<file path="config.mk">
export PLATFORM = sky130hd
export DESIGN_NAME = i2c_cond_collision
export DESIGN_NICKNAME = d
export VERILOG_FILES = /design/src/rtl/i2c_cond_collision.v
export VERILOG_INCLUDE_DIRS = /design/src /design/src/include
export SDC_FILE = /design/constraint.sdc
export NUM_CORES = 1
export LEC_CHECK = 0
export BUFFER_PORTS_ARGS = -buffer_cell sky130_fd_sc_hd__buf_2
export CAP_MARGIN = 25
export CORE_MARGIN = 8
export CORE_UTILIZATION = 55
export CTS_BUF_LIST = sky130_fd_sc_hd__clkbuf_4 sky130_fd_sc_hd__clkbuf_8 sky130_fd_sc_hd__clkbuf_16
export DETAILED_ROUTE_END_ITERATION = 8
export PLACE_DENSITY = 0.86
export RECOVER_POWER = 50
export SKIP_CTS_REPAIR_TIMING = 1
export SYNTH_ARGS = -nofsm -noshare
export SYNTH_HDL_FRONTEND = slang
export SYNTH_SLANG_ARGS = --single-unit
</file>
<file path="constraint.sdc">
create_clock -name core_clk -period 3.2 [get_ports core_clk]
set_input_delay 0.64 -clock core_clk [delete_from_list [all_inputs] [get_ports core_clk]]
set_output_delay 0.64 -clock core_clk [all_outputs]
set_load 0.01 [all_outputs]
</file>
<file path="src/include/i2c_cond_map.vh">
// Register map, field positions and reset values for the I2C condition
// engine with collision detection. Definitions only.
`ifndef I2C_COND_MAP_VH
`define I2C_COND_MAP_VH

// Register addresses (8-bit data, decoded on all bits of an 8-bit address)
`define ADDR_CTRL 8'h00
`define ADDR_RELOAD 8'h01
`define ADDR_STATUS 8'h02
`define ADDR_IRQ_FLAGS 8'h03
`define ADDR_IRQ_ENABLES 8'h04
`define ADDR_IRQ_PRIORITY 8'h05
`define ADDR_LINES 8'h06

// Control register request bits
`define CTRL_START 0
`define CTRL_RESTART 1
`define CTRL_STOP 2

// Event bits shared by flags, enables and priority registers
`define EV_DONE 0
`define EV_COLLISION 1
`define EV_WIDTH 2

// Reset values
`define RESET_CTRL 3'h0
`define RESET_RELOAD 7'h04
`define RESET_EVENTS 2'h0
`define RESET_COUNT 7'h00
`define COUNT_ZERO 7'h00
`define COUNT_ONE 7'h01

`endif

</file>
<file path="src/rtl/i2c_cond_collision.v">
// Start, Repeated Start and Stop generator for an I2C master with bus
// collision detection, register port, sticky flags and interrupts.
// Assumes open-drain bus lines resolved outside; pins are asynchronous.
`timescale 1ns/1ps
`default_nettype none
`include "i2c_cond_map.vh"

////////////////////////////////////////////////////////////////////////
// Contract
// - A Start requested while either line is already low is a collision.
// - A Start collision abandons the Start, sets the flag and idles.
// - A Start begins released; with both lines high the counter loads the reload field and counts to zero.
// - In the first Start count a low clock with data high is a collision.
// - In the first Start count a low data line reloads the counter and drives data low early, no collision.
// - Otherwise data is driven low at count end, the counter reloads, clock low then ignored, and clock is driven low at the end.
// - A Repeated Start releases data, counts the reload, releases clock and samples data once clock is high.
// - In a Repeated Start data low when the clock is first seen high is a collision.
// - With data high the counter reloads, and data falling before timeout is no collision.
// - In a Repeated Start the clock falling before timeout while data is still high is a collision.
// - With both lines high at timeout data is driven low, the counter reloads, then clock is driven low to finish.
// - A Stop drives data low, releases clock once data is low, and counts the reload once clock is high.
// - In a Stop data read low after the timeout is a collision.
// - In a Stop the clock read low after it is seen high and before data is released is a collision.
// - Any collision releases both lines and clears the request bits.
module i2c_cond_collision (
  input wire core_clk,
  input wire resetn,
  input wire [7:0] reg_addr,
  input wire [7:0] reg_wdata,
  input wire reg_write,
  input wire reg_read,
  output reg [7:0] reg_rdata,
  input wire bus_data_line_in,
  output reg bus_data_line_out,
  output reg bus_data_line_oe_n,
  input wire bus_clock_line_in,
  output reg bus_clock_line_out,
  output reg bus_clock_line_oe_n,
  output reg irq_high,
  output reg irq_low
);

  localparam [3:0] ST_IDLE = 4'h0;
  localparam [3:0] ST_S_CHECK = 4'h1;
  localparam [3:0] ST_S_WAIT = 4'h2;
  localparam [3:0] ST_S_HOLD = 4'h3;
  localparam [3:0] ST_R_SDA = 4'h4;
  localparam [3:0] ST_R_WAIT = 4'h5;
  localparam [3:0] ST_R_SCLH = 4'h6;
  localparam [3:0] ST_R_HIGH = 4'h7;
  localparam [3:0] ST_R_HOLD = 4'h8;
  localparam [3:0] ST_P_SDAL = 4'h9;
  localparam [3:0] ST_P_SCLH = 4'ha;
  localparam [3:0] ST_P_WAIT = 4'hb;
  localparam [3:0] ST_P_DONE = 4'hc;

  //////////////////////////////////////////////////////////////////////
  // Reset release

  reg rst_meta;
  reg rst_sync;
  wire rst_n;

  always @(posedge core_clk or negedge resetn)
  begin
    if (!resetn)
    begin
      rst_meta <= 1'b0;
      rst_sync <= 1'b0;
    end
    else
    begin
      rst_meta <= 1'b1;
      rst_sync <= rst_meta;
    end
  end

  assign rst_n = rst_sync;

  //////////////////////////////////////////////////////////////////////
  // Pin synchronisers: three stages, a change counts once 2 and 3 agree

  reg [2:0] sda_sync;
  reg [2:0] scl_sync;
  reg sda;
  reg scl;

  always @(posedge core_clk or negedge rst_n)
  begin
    if (!rst_n)
    begin
      sda_sync <= 3'h7;
      scl_sync <= 3'h7;
      sda <= 1'b1;
      scl <= 1'b1;
    end
    else
    begin
      sda_sync <= {sda_sync[1:0], bus_data_line_in};
      scl_sync <= {scl_sync[1:0], bus_clock_line_in};
      if (sda_sync[1] == sda_sync[2])
        sda <= sda_sync[2];
      if (scl_sync[1] == scl_sync[2])
        scl <= scl_sync[2];
    end
  end

  //////////////////////////////////////////////////////////////////////
  // Registers and state

  reg [2:0] ctrl;
  reg [6:0] reload;
  reg [`EV_WIDTH-1:0] irq_flags;
  reg [`EV_WIDTH-1:0] irq_enables;
  reg [`EV_WIDTH-1:0] irq_priority;
  reg [3:0] state;
  reg [6:0] baud_counter;
  reg drive_sda_low;
  reg drive_scl_low;

  reg [3:0] next_state;
  reg [6:0] next_count;
  reg next_sda_low;
  reg next_scl_low;
  reg ev_collision;
  reg ev_done;

  wire count_end;
  wire wr_ctrl;

  assign count_end = (baud_counter == `COUNT_ZERO);

  function addr_hit;
    input [7:0] addr;
    input [7:0] target;
    begin
      addr_hit = (addr == target);
    end
  endfunction

  assign wr_ctrl = reg_write && addr_hit(reg_addr, `ADDR_CTRL);

  //////////////////////////////////////////////////////////////////////
  // Condition sequencer

  always @*
  begin
    next_state = state;
    next_sda_low = drive_sda_low;
    next_scl_low = drive_scl_low;
    next_count = count_end ? `COUNT_ZERO : baud_counter - `COUNT_ONE;
    ev_collision = 1'b0;
    ev_done = 1'b0;
    case (state)
      ST_IDLE:
      begin
        next_count = `COUNT_ZERO;
        if (ctrl[`CTRL_START])
        begin
          next_sda_low = 1'b0;
          next_scl_low = 1'b0;
          next_state = ST_S_CHECK;
        end
        else if (ctrl[`CTRL_RESTART])
        begin
          next_sda_low = 1'b0;
          next_state = ST_R_SDA;
        end
        else if (ctrl[`CTRL_STOP])
        begin
          next_sda_low = 1'b1;
          next_state = ST_P_SDAL;
        end
      end
      ST_S_CHECK:
      begin
        if (!sda || !scl)
          ev_collision = 1'b1;
        else
        begin
          next_count = reload;
          next_state = ST_S_WAIT;
        end
      end
      ST_S_WAIT:
      begin
        if (!sda)
        begin
          next_sda_low = 1'b1;
          next_count = reload;
          next_state = ST_S_HOLD;
        end
        else if (!scl)
          ev_collision = 1'b1;
        else if (count_end)
        begin
          next_sda_low = 1'b1;
          next_count = reload;
          next_state = ST_S_HOLD;
        end
      end
      ST_S_HOLD:
      begin
        // Low clock here is another master's Start; ignored
        if (count_end)
        begin
          next_scl_low = 1'b1;
          ev_done = 1'b1;
          next_state = ST_IDLE;
        end
      end
      ST_R_SDA:
      begin
        if (sda)
        begin
          next_count = reload;
          next_state = ST_R_WAIT;
        end
      end
      ST_R_WAIT:
      begin
        if (count_end)
        begin
          next_scl_low = 1'b0;
          next_state = ST_R_SCLH;
        end
      end
      ST_R_SCLH:
      begin
        next_count = reload;
        if (scl)
        begin
          if (!sda)
            ev_collision = 1'b1;
          else
            next_state = ST_R_HIGH;
        end
      end
      ST_R_HIGH:
      begin
        if (!scl && sda)
          ev_collision = 1'b1;
        else if (count_end && scl && sda)
        begin
          next_sda_low = 1'b1;
          next_count = reload;
          next_state = ST_R_HOLD;
        end
        else if (!sda)
        begin
          // Another master drove data first; not a collision
          next_sda_low = 1'b1;
          next_count = reload;
          next_state = ST_R_HOLD;
        end
      end
      ST_R_HOLD:
      begin
        if (count_end)
        begin
          next_scl_low = 1'b1;
          ev_done = 1'b1;
          next_state = ST_IDLE;
        end
      end
      ST_P_SDAL:
      begin
        if (!sda)
        begin
          next_scl_low = 1'b0;
          next_state = ST_P_SCLH;
        end
      end
      ST_P_SCLH:
      begin
        next_count = reload;
        if (scl)
          next_state = ST_P_WAIT;
      end
      ST_P_WAIT:
      begin
        if (!scl)
          ev_collision = 1'b1;
        else if (count_end)
        begin
          next_sda_low = 1'b0;
          next_count = reload;
          next_state = ST_P_DONE;
        end
      end
      ST_P_DONE:
      begin
        if (count_end)
        begin
          if (!sda)
            ev_collision = 1'b1;
          else
          begin
            ev_done = 1'b1;
            next_state = ST_IDLE;
          end
        end
      end
      default:
        next_state = ST_IDLE;
    endcase
    if (ev_collision)
    begin
      next_sda_low = 1'b0;
      next_scl_low = 1'b0;
      next_count = `COUNT_ZERO;
      next_state = ST_IDLE;
    end
  end

  always @(posedge core_clk or negedge rst_n)
  begin
    if (!rst_n)
    begin
      state <= ST_IDLE;
      baud_counter <= `RESET_COUNT;
      drive_sda_low <= 1'b0;
      drive_scl_low <= 1'b0;
    end
    else
    begin
      state <= next_state;
      baud_counter <= next_count;
      drive_sda_low <= next_sda_low;
      drive_scl_low <= next_scl_low;
    end
  end

  //////////////////////////////////////////////////////////////////////
  // Register file

  wire [`EV_WIDTH-1:0] ev_set;
  wire [`EV_WIDTH-1:0] flag_clear;
  wire [`EV_WIDTH-1:0] pending;
  assign ev_set = {ev_collision, ev_done};
  assign flag_clear = (reg_write && addr_hit(reg_addr, `ADDR_IRQ_FLAGS)) ?
    reg_wdata[`EV_WIDTH-1:0] : `RESET_EVENTS;
  assign pending = irq_flags & irq_enables;

  always @(posedge core_clk or negedge rst_n)
  begin
    if (!rst_n)
    begin
      ctrl <= `RESET_CTRL;
      reload <= `RESET_RELOAD;
      irq_flags <= `RESET_EVENTS;
      irq_enables <= `RESET_EVENTS;
      irq_priority <= `RESET_EVENTS;
      reg_rdata <= 8'h00;
      irq_high <= 1'b0;
      irq_low <= 1'b0;
    end
    else
    begin
      // Requests clear on completion or collision; software writes
      // are only taken while idle so a running condition is not bent
      if (ev_collision || ev_done)
        ctrl <= `RESET_CTRL;
      else if (wr_ctrl && state == ST_IDLE)
        ctrl <= reg_wdata[2:0];
      else if (state == ST_IDLE && next_state != ST_IDLE)
        ctrl <= ctrl;
      if (reg_write && addr_hit(reg_addr, `ADDR_RELOAD))
        reload <= reg_wdata[6:0];
      if (reg_write && addr_hit(reg_addr, `ADDR_IRQ_ENABLES))
        irq_enables <= reg_wdata[`EV_WIDTH-1:0];
      if (reg_write && addr_hit(reg_addr, `ADDR_IRQ_PRIORITY))
        irq_priority <= reg_wdata[`EV_WIDTH-1:0];
      // Set wins over a same-cycle clear
      irq_flags <= (irq_flags & ~flag_clear) | ev_set;
      irq_high <= |(pending & irq_priority);
      irq_low <= |(pending & ~irq_priority);
      reg_rdata <= 8'h00;
      if (reg_read)
      begin
        case (reg_addr)
          `ADDR_CTRL: reg_rdata <= {5'h00, ctrl};
          `ADDR_RELOAD: reg_rdata <= {1'b0, reload};
          `ADDR_STATUS: reg_rdata <= {4'h0, state};
          `ADDR_IRQ_FLAGS: reg_rdata <= {6'h00, irq_flags};
          `ADDR_IRQ_ENABLES: reg_rdata <= {6'h00, irq_enables};
          `ADDR_IRQ_PRIORITY: reg_rdata <= {6'h00, irq_priority};
          `ADDR_LINES: reg_rdata <= {4'h0, drive_scl_low, drive_sda_low,
            scl, sda};
          default: reg_rdata <= 8'h00;
        endcase
      end
    end
  end

  //////////////////////////////////////////////////////////////////////
  // Pin drivers: open drain, enable low while pulling the line low

  always @(posedge core_clk or negedge rst_n)
  begin
    if (!rst_n)
    begin
      bus_data_line_out <= 1'b0;
      bus_clock_line_out <= 1'b0;
      bus_data_line_oe_n <= 1'b1;
      bus_clock_line_oe_n <= 1'b1;
    end
    else
    begin
      bus_data_line_out <= 1'b0;
      bus_clock_line_out <= 1'b0;
      bus_data_line_oe_n <= ~next_sda_low;
      bus_clock_line_oe_n <= ~next_scl_low;
    end
  end

endmodule
`default_nettype wire

</file>
# == Word-level counts from Yosys, hierarchy flattened ==
# Cells that the tools add are included.
# totals
regBits,51
inputBits,22
out_inout_bits,14
elab_cells,159
# op_classes
addsub,1
n_eq_ne,37
muxes,70
n_bitwise,9
reduce_logical,22
# op_table
op,n
$pmux W7 S7,2
$mux W4,22
$mux W7,11
$pmux W4 S12,1
$ne A3 B3 Y1 const B,12
$mux W1,27
$eq A8 B3 Y1 const B,3
$eq A4 B4 Y1 const B,5
$reduce_and A17 Y1,1
$eq A4 B3 Y1 const B,4
$eq A8 B2 Y1 const B,2
$ne A4 B4 Y1 const B,3
$logic_and A1 B1 Y1,9
$and A2 B2 Y2,4
$eq A4 B2 Y1 const B,2
$eq A8 B1 Y1 const B,1
$logic_not A8 Y1,1
$pmux W1 S4,2
$reduce_or A2 Y1,4
$logic_not A7 Y1,1
$sub A7 B1 Y7 const B,1
$mux W3,2
$pmux W1 S6,1
$ne A5 B5 Y1 const B,1
other kinds (12),17

# == Depth between registers and ports, before layout ==
# Gate-level depths: netlist of the first run.
# depth
depth_word,8
mapped_depth,8

# == Worst setup path before layout of the first run ==
# OpenSTA, ideal clock, no wires.
# synth_path
path_kind,in2reg
start,in reg_addr[3]
end,reg ctrl[0]
setup_time_ns,0.131
arrival_ns,2.083
slack_ns,0.986
stages,5
cell_sequence,or4_4 > nor4b_4 > nor4b_4 > mux2i_1 > nor3_1
# synth_via
elab_chain_cells,4
# synth_rtl
item,line_no,rtl
from (decl),i2c_cond_collision.v:28,"input wire [7:0] reg_addr,"
$logic_not A8 Y1,i2c_cond_collision.v:137,addr_hit = (addr == target);
$logic_and A1 B1 Y1,i2c_cond_collision.v:141,"assign wr_ctrl = reg_write && addr_hit(reg_addr, `ADDR_CTRL);"
$logic_and A1 B1 Y1,i2c_cond_collision.v:364,else if (wr_ctrl && state == ST_IDLE)
$reduce_bool A2 Y1 (no line),--,
to (signal assigned),i2c_cond_collision.v:363,ctrl <= `RESET_CTRL;
to (signal assigned),i2c_cond_collision.v:365,ctrl <= reg_wdata[2:0];
to (signal assigned),i2c_cond_collision.v:367,ctrl <= ctrl;
to (decl),i2c_cond_collision.v:111,reg [2:0] ctrl;
# No other way between the ends.
# A chain may end at the register's enable or synchronous reset.

# == Final worst setup path of the first run ==
# layout_path
start,reg state[2]
end,reg baud_counter[5]
# layout_via
elab_chain_cells,4
# layout_rtl
item,line_no,rtl
from (decl),i2c_cond_collision.v:116,reg [3:0] state;
from (signal assigned),i2c_cond_collision.v:327,state <= next_state;
$eq A4 B4 Y1 / $eq A4 B3 Y1 (equally long branches),i2c_cond_collision.v:154,case (state)
$reduce_or A2 Y1 (no line),--,
$pmux W7 S7,i2c_cond_collision.v:154,
$mux W7 (*),i2c_cond_collision.v:307,if (ev_collision)
named net next_count[5],i2c_cond_collision.v:122,reg [6:0] next_count;
to (signal assigned),i2c_cond_collision.v:321,baud_counter <= `RESET_COUNT;
to (signal assigned),i2c_cond_collision.v:328,baud_counter <= next_count;
to (decl),i2c_cond_collision.v:117,reg [6:0] baud_counter;
# The timed path passes the listed nets; every way through them passes the cells marked *.

==> impl_metrics.json, run 1 <==
{
  "worstSetupEndpointType": "flop",
  "violations": "capacitance limit, slew limit",
  "drive_above_1_share_pct": 20.7,
  "wl_per_cell_um": 20.9,
  "route.detailed.drc": 0,
  "max_stage_delay_ns": 0.96,
  "antenna_found_initial": 0,
  "syn_area_per_cell_um2": 9.00,
  "grt_pass1_vias": 3232,
  "h-tree-depth": 2,
  "crit_family": "compound AO/OA/AOI/OAI gates",
  "crit_chain": "nand2b_1 -> a21boi_0 -> o21ai_1 -> o311ai_0 -> a31oi_1",
  "arrival_ns": 2.69,
  "dieArea_um2": 8880,
  "io_pins": 36,
  "rsz0062_at_grt": "no",
  "antenna_cells": 0,
  "ys_warn_count": 0,
  "clk_pin_slew_ns": 0.10,
  "synth-edff-count": 0,
  "cap_violations": 1,
  "min_period_ns": 2.46,
  "slew_headroom_pct": -24.8,
  "cpMaxStageDelayCell": "dfrtp_1",
  "seqPwrFrac_pct": 30.5,
  "nNetsFinal": 419,
  "setup_viol": 0,
  "clockBufferDepth": 2,
  "routed_wl_um": 9880,
  "vias": 3224,
  "dp.cells": 463,
  "start_util_pct": 56.8,
  "tns_ns": 0,
  "drt_iter0_markers": 346,
  "ys_async_sr_fraction_pct": 100,
  "tightest_slew_ns": 1.87,
  "fmax_ghz": 0.406,
  "firstDrtPassIters": 5,
  "die_h_um": 94.2,
  "p_sw_mw": 1.55,
  "critPathBufInv": 0,
  "dp.final_hpwl_um": 6970,
  "cts_root_buffer": "clkbuf_8",
  "final.setup_skew_ns": 0.00712,
  "routed_via_density": 6.83,
  "final_max_slew_viol_count": 36,
  "place_congestion": 0.970,
  "grt_pass1_wl_um": 15700,
  "ant_nets": 0,
  "outcome": "complete, but fails checks",
  "grt_overflow_total": 0,
  "ys_ff_latch": 50,
  "p_sw_share_pct": 47.6,
  "clockPowerShare_pct": 14.0,
  "internal-power_mw": 1.71,
  "grt_usage_pct": 22.1,
  "finalHoldViolations": 0,
  "cts_tree": "built",
  "synthCells": 374,
  "fillers": 472,
  "worst-path-max-fanout": 29,
  "syn_area_um2": 3370,
  "min_path_type": "in2async",
  "numCtsBuffers": 5,
  "layout.cells.non_filler": 472,
  "ys.flop_type": "dfrtp_1",
  "p_leak_nw": 1.53,
  "finalCritPeriodShare_pct": 77.0,
  "required_ns": 3.43,
  "io_buffers": 31,
  "criticalPathCategory": "reg2reg",
  "comb_power_share_pct": 55.5,
  "core_area_um2": 5920,
  "area_delta_synth_final_pct": 9.18,
  "grt_max_degree": 49,
  "numClockSinks": 50,
  "clock_latency_ns": 0.31,
  "power_density_nw_per_um2": 889,
  "worstSetupStartpointType": "flop",
  "ir_worst_vdd_uv": 364,
  "ys_seq_area_share_pct": 37.6,
  "ys_types": 74,
  "die_w_um": 94.2,
  "rows": 28
}
stage by stage:
| step | power (mW) | worst slack, ns | utilization, % | cell area (um2) | hold WS, ns |
|---|---|---|---|---|---|
| 6_report | 3.27 | 0.736 | 62.1 | 3670 | 0.113 |
| 2_1_floorplan | 2.26 | 0.986 | - | 3370 | 0.331 |
| 4_1_cts | 3.20 | 0.807 | 62.0 | 3670 | 0.100 |
| 3_3_place_gp | 2.71 | 0.775 | 60.1 | 3560 | 0.343 |
| 3_5_place_dp | 2.74 | 0.665 | 60.1 | 3560 | 0.347 |
| 5_1_grt | 3.45 | 0.348 | 62.1 | 3670 | 0.101 |
worst paths after layout:
kind	start	endpoint	slack, ns	depth (start not counted)
max	state[2]	baud_counter[5]	0.74	5
min	resetn	rst_meta	0.11	1
max reg2reg	state[2]	baud_counter[5]	0.74	5
min reg2reg	rst_n	baud_counter[4]	0.23	0
max in group asynchronous	rst_n	reload[0]	0.84	1
min in group core_clk	scl_sync[0]	scl_sync[1]	0.37	0
power groups by stage:
stage	registers, mW	logic, mW	clock network (mW)
finish	0.997	1.81	0.456
global route	1.02	1.95	0.481
CTS	0.995	1.75	0.461
detailed placement	1.01	1.73	0
global placement	1.00	1.71	0
floorplan	0.850	1.41	0
cells in the mapped netlist, types with 3 or more instances:
| library cell | number | area [um2] |
|---|---|---|
| dfrtp_1 | 39 | 976 |
| nand2_1 | 30 | 113 |
| nor2_1 | 25 | 93.8 |
| o21ai_0 | 20 | 100 |
| a21oi_1 | 19 | 95.1 |
| nand3_1 | 15 | 75.1 |
| mux2i_1 | 12 | 120 |
| nor2b_1 | 12 | 75.1 |
| buf_2 | 11 | 55.1 |
| dfstp_2 | 11 | 289 |
| mux2_2 | 11 | 124 |
| clkbuf_1 | 10 | 37.5 |
| nand2b_1 | 10 | 62.6 |
| nor3_1 | 9 | 45.0 |
| a211oi_1 | 8 | 60.1 |
| and2_1 | 8 | 50.1 |
| inv_1 | 8 | 30.0 |
| a31oi_1 | 7 | 43.8 |
| a221oi_1 | 5 | 43.8 |
| o31ai_1 | 5 | 37.5 |
| buf_1 | 4 | 15.0 |
| nand4_1 | 4 | 25.0 |
| nor3b_1 | 4 | 30.0 |
| o211ai_1 | 4 | 30.0 |
| o22ai_1 | 4 | 25.0 |
| a21o_1 | 3 | 22.5 |
| a32oi_1 | 3 | 26.3 |
| and3_1 | 3 | 18.8 |
| buf_4 | 3 | 22.5 |
| nand3b_1 | 3 | 22.5 |
| o2111ai_1 | 3 | 26.3 |
| o21a_1 | 3 | 22.5 |
| o221ai_1 | 3 | 26.3 |
| or3b_2 | 3 | 26.3 |
layout by cell type (no fill, tap or decap), types with 5 or more instances in the layout:
cell type | netlist | routed
nor2b_1 | 12 | 12
and2_1 | 8 | 8
mux2_2 | 11 | 11
a21oi_1 | 19 | 19
o21ai_0 | 20 | 20
clkbuf_8 | 0 | 5
nor2_1 | 25 | 25
buf_2 | 11 | 30
nand2_1 | 30 | 30
nand3_1 | 15 | 15
nand2b_1 | 10 | 10
a31oi_1 | 7 | 7
a211oi_1 | 8 | 8
buf_4 | 3 | 9
inv_1 | 8 | 8
dfrtp_1 | 39 | 39
dfstp_2 | 11 | 9
mux2i_1 | 12 | 12
o31ai_1 | 5 | 5
a221oi_1 | 5 | 5
nor3_1 | 9 | 9
state kept, by name, summed over array words and instances (netlist names), 3 cells and up:
signal / count
baud_counter: 7
ctrl: 3
reg_rdata: 7
reload: 7
scl_sync: 3
sda_sync: 3
state: 4
per-layer routing:
layer / GRT usage [%] / vias up / wire length [um]
li1: - / 1443 / -
met1: 26.9 / 1545 / 3990
met2: 35.7 / 205 / 4760
met3: 5.52 / 31 / 827
met4: 10.4 / 0 / 308
met5: 0 / - / 0
kinds of logic after synthesis:
logic type | synth area share, %
xor+xnor | 0.781
simple gates | 23.7
compound gates | 23.3
other cells | 0.223
buf+inv | 4.87
fa+ha+maj | 0.967
flops | 37.6
mux | 8.59
cell type report:
| class | count | area (um2) | share of cell area (%) |
|---|---|---|---|
| sequential | 50 | 1260 | 34.4 |
| clock inverter | 3 | 43.8 | 1.19 |
| timing repair buffer | 41 | 225 | 6.13 |
| multi-input combinational | 289 | 1940 | 52.9 |
| clock buffer | 5 | 68.8 | 1.87 |
| inverter | 9 | 33.8 | 0.919 |
| tap | 75 | 93.8 | 2.55 |
Power figures use the tool's default switching activity.
==> run 2, diff against run 1 <==
Settings changed: ABC_AREA set to 1, CORE_UTILIZATION 55 to 53, PLACE_DENSITY 0.86 to 0.87.
Clock period 3.2 ns to 2.15 ns, I/O delays scaled along.
==> run 2 against run 1 <==
Compared with the run above: the run now ends clean; sequential cell count unchanged; total power up 40%; largest power group unchanged; routed wire length down 10%; cell count up 30%; fmax up 27%; sequential share of layout area up 0.14 points; hold slack better by 0.082 ns; synthesized area down 2.5%; critical path depth up 6; register-to-register slack worse by 0.53 ns.
==> impl_metrics.json, run 2 <==
{
  "outcome": "completed",
  "grt_pass1_vias": 3249,
  "dp.cells": 604,
  "yosys.area.top_type_share_pct": 29.7,
  "synth_common_cells": "nand2_1, nor2_1, inv_1",
  "firstDrtPassIters": 5,
  "numClockSinks": 50,
  "dieArea_um2": 8970,
  "rows": 28,
  "whs_ns": 0.195,
  "tns_ns": 0,
  "grt_overflow_total": 0,
  "grt_pass1_wl_um": 15000,
  "wl_met1_um": 3770,
  "ys.flop_type": "dfrtp_1",
  "top_regs": "baud_counter (7), reg_rdata (7), reload (7)",
  "min_period_ns": 1.95,
  "netlist.top_cell.by_area": "dfrtp_1",
  "cap_violations": 0,
  "clockBufferDepth": 2,
  "die_w_um": 94.7,
  "setup_viol": 0,
  "nNetsFinal": 560,
  "ant_nets": 0,
  "power_density_nw_per_um2": 1250,
  "start_util_pct": 55.1,
  "ys_ff_latch": 50,
  "numCtsBuffers": 5,
  "finalHoldViolations": 0,
  "final_common_cell": "nand2_1",
  "place_ws_ns": 0.120,
  "ys_types": 37,
  "ys_seq_area_share_pct": 38.5,
  "finalCritPeriodShare_pct": 90.5,
  "worstSetupStartpointType": "flop",
  "routed_wl_um": 8870,
  "routed_via_density": 5.47,
  "slew_headroom_pct": 23.1,
  "required_ns": 2.36,
  "synth.most_common_cell": "nand2_1",
  "cts_tree": "built",
  "io_pins": 36,
  "rsz0062_at_grt": "no",
  "worstSetupEndpointType": "flop",
  "synthCells": 499,
  "min_path_type": "reg2async",
  "final_max_slew_viol_count": 0,
  "antenna_found_initial": 0,
  "ys_async_sr_fraction_pct": 100,
  "area_delta_synth_final_pct": 11.5,
  "synth-edff-count": 0,
  "wl_per_cell_um": 14.5,
  "die_h_um": 94.7,
  "ir_worst_vdd_uv": 713,
  "drt_iter0_markers": 227,
  "antenna_cells": 0,
  "setup_slack_ns": 0.203,
  "dp.final_hpwl_um": 6730,
  "h-tree-depth": 2,
  "worst-path-max-fanout": 7,
  "cts_root_buffer": "clkbuf_8",
  "place_congestion": 0.957,
  "ys_warn_count": 0,
  "power_mw": 4.56,
  "criticalPathCategory": "reg2reg",
  "wl_met2_um": 4290,
  "arrival_ns": 2.15,
  "route.detailed.drc": 0,
  "drive_above_1_share_pct": 15.4,
  "synthTopCellsByArea": "dfrtp_1, nand2_1, nor2_1",
  "core_area_um2": 5960,
  "p_leak_nw": 1.94,
  "io_buffers": 31,
  "vias": 3352,
  "wl_met3_um": 635,
  "final.setup_skew_ns": 0.00708,
  "syn_area_um2": 3280,
  "layout.cells.non_filler": 613,
  "final_cell_mix": "nand2_1, nor2_1, inv_1",
  "grt_max_degree": 22,
  "tightest_slew_ns": 1.15,
  "grt_usage_pct": 21.0,
  "clock_latency_ns": 0.31,
  "syn_area_per_cell_um2": 6.58,
  "fmax_ghz": 0.514,
  "clk_pin_slew_ns": 0.11,
  "highest_layer": "met4"
}
==> run 2: cell types whose count changed after synthesis, sizes merged, moves of 8 or more <==
cell    before  now
and2         9    0
buf         18    7
mux2        11    0
nand2       30  169
mux2i       12    0
nor2        26   88
a211oi       8    0
nor2b       12    0
nand3       15   42
inv          8   53
nand2b      10    0
==> run 2: layer usage <==
metal,track usage [%],vias up
met5,0,-
met4,6.89,0
met3,3.81,20
met2,35.3,163
met1,26.5,1514
li1,-,1655
==> run 2: cell families after synthesis <==
family | count (synthesis) | share of synthesized area (%)
fa+ha+maj | 3 | 0.991
buf+inv | 65 | 8.20
flops | 50 | 38.5
compound gates | 61 | 10.5
simple gates | 317 | 41.3
other cells | 2 | 0.229
xor+xnor | 1 | 0.267
==> run 2: final cells by class <==
| type | count | area, um2 |
|---|---|---|
| multi-input combinational | 386 | 1780 |
| sequential | 50 | 1260 |
| timing repair buffer | 41 | 224 |
| tap | 75 | 93.8 |
| clock buffer | 5 | 68.8 |
| clock inverter | 3 | 28.8 |
| fill | 554 | 2300 |
| inverter | 53 | 199 |
==> run 2: worst paths after layout <==
path | startpoint | endpoint | slack, ns | depth (start not counted)
setup reg to reg | baud_counter[0] | baud_counter[0] | 0.20 | 11
hold reg to reg | rst_n | reload[6] | 0.20 | 0
max in group asynchronous | rst_n | state[3] | 0.53 | 1
setup / recovery | baud_counter[0] | baud_counter[0] | 0.20 | 11
hold / removal | rst_n | reload[6] | 0.20 | 0
min in group core_clk | bus_clock_line_in | scl_sync[0] | 0.21 | 1
==> run 2: critical path, stage by stage (launching register included) <==
cell and delay [ns]:
dfrtp_1 0.38, inv_1 0.16, ha_2 0.25, nand2_1 0.07, nor2_1 0.16, nand2_2 0.19, nand2_2 0.17, nand3_1 0.11
nand3b_1 0.10, nand2_1 0.06, nor2_1 0.14, nor2_1 0.06
==> run 2: metrics by stage <==
step | instance area [um2] | util (%)
after floorplan | 3290 | -
after global placement | 3540 | 59.4
after detailed placement | 3540 | 59.4
after CTS | 3630 | 61.0
after global routing | 3660 | 61.4
final | 3660 | 61.4
==> run 2: power breakdown <==
part	switching, mW	internal [mW]
combinational	1.80	0.871
sequential	0.166	1.13
clock	0.357	0.242
total	2.32	2.24
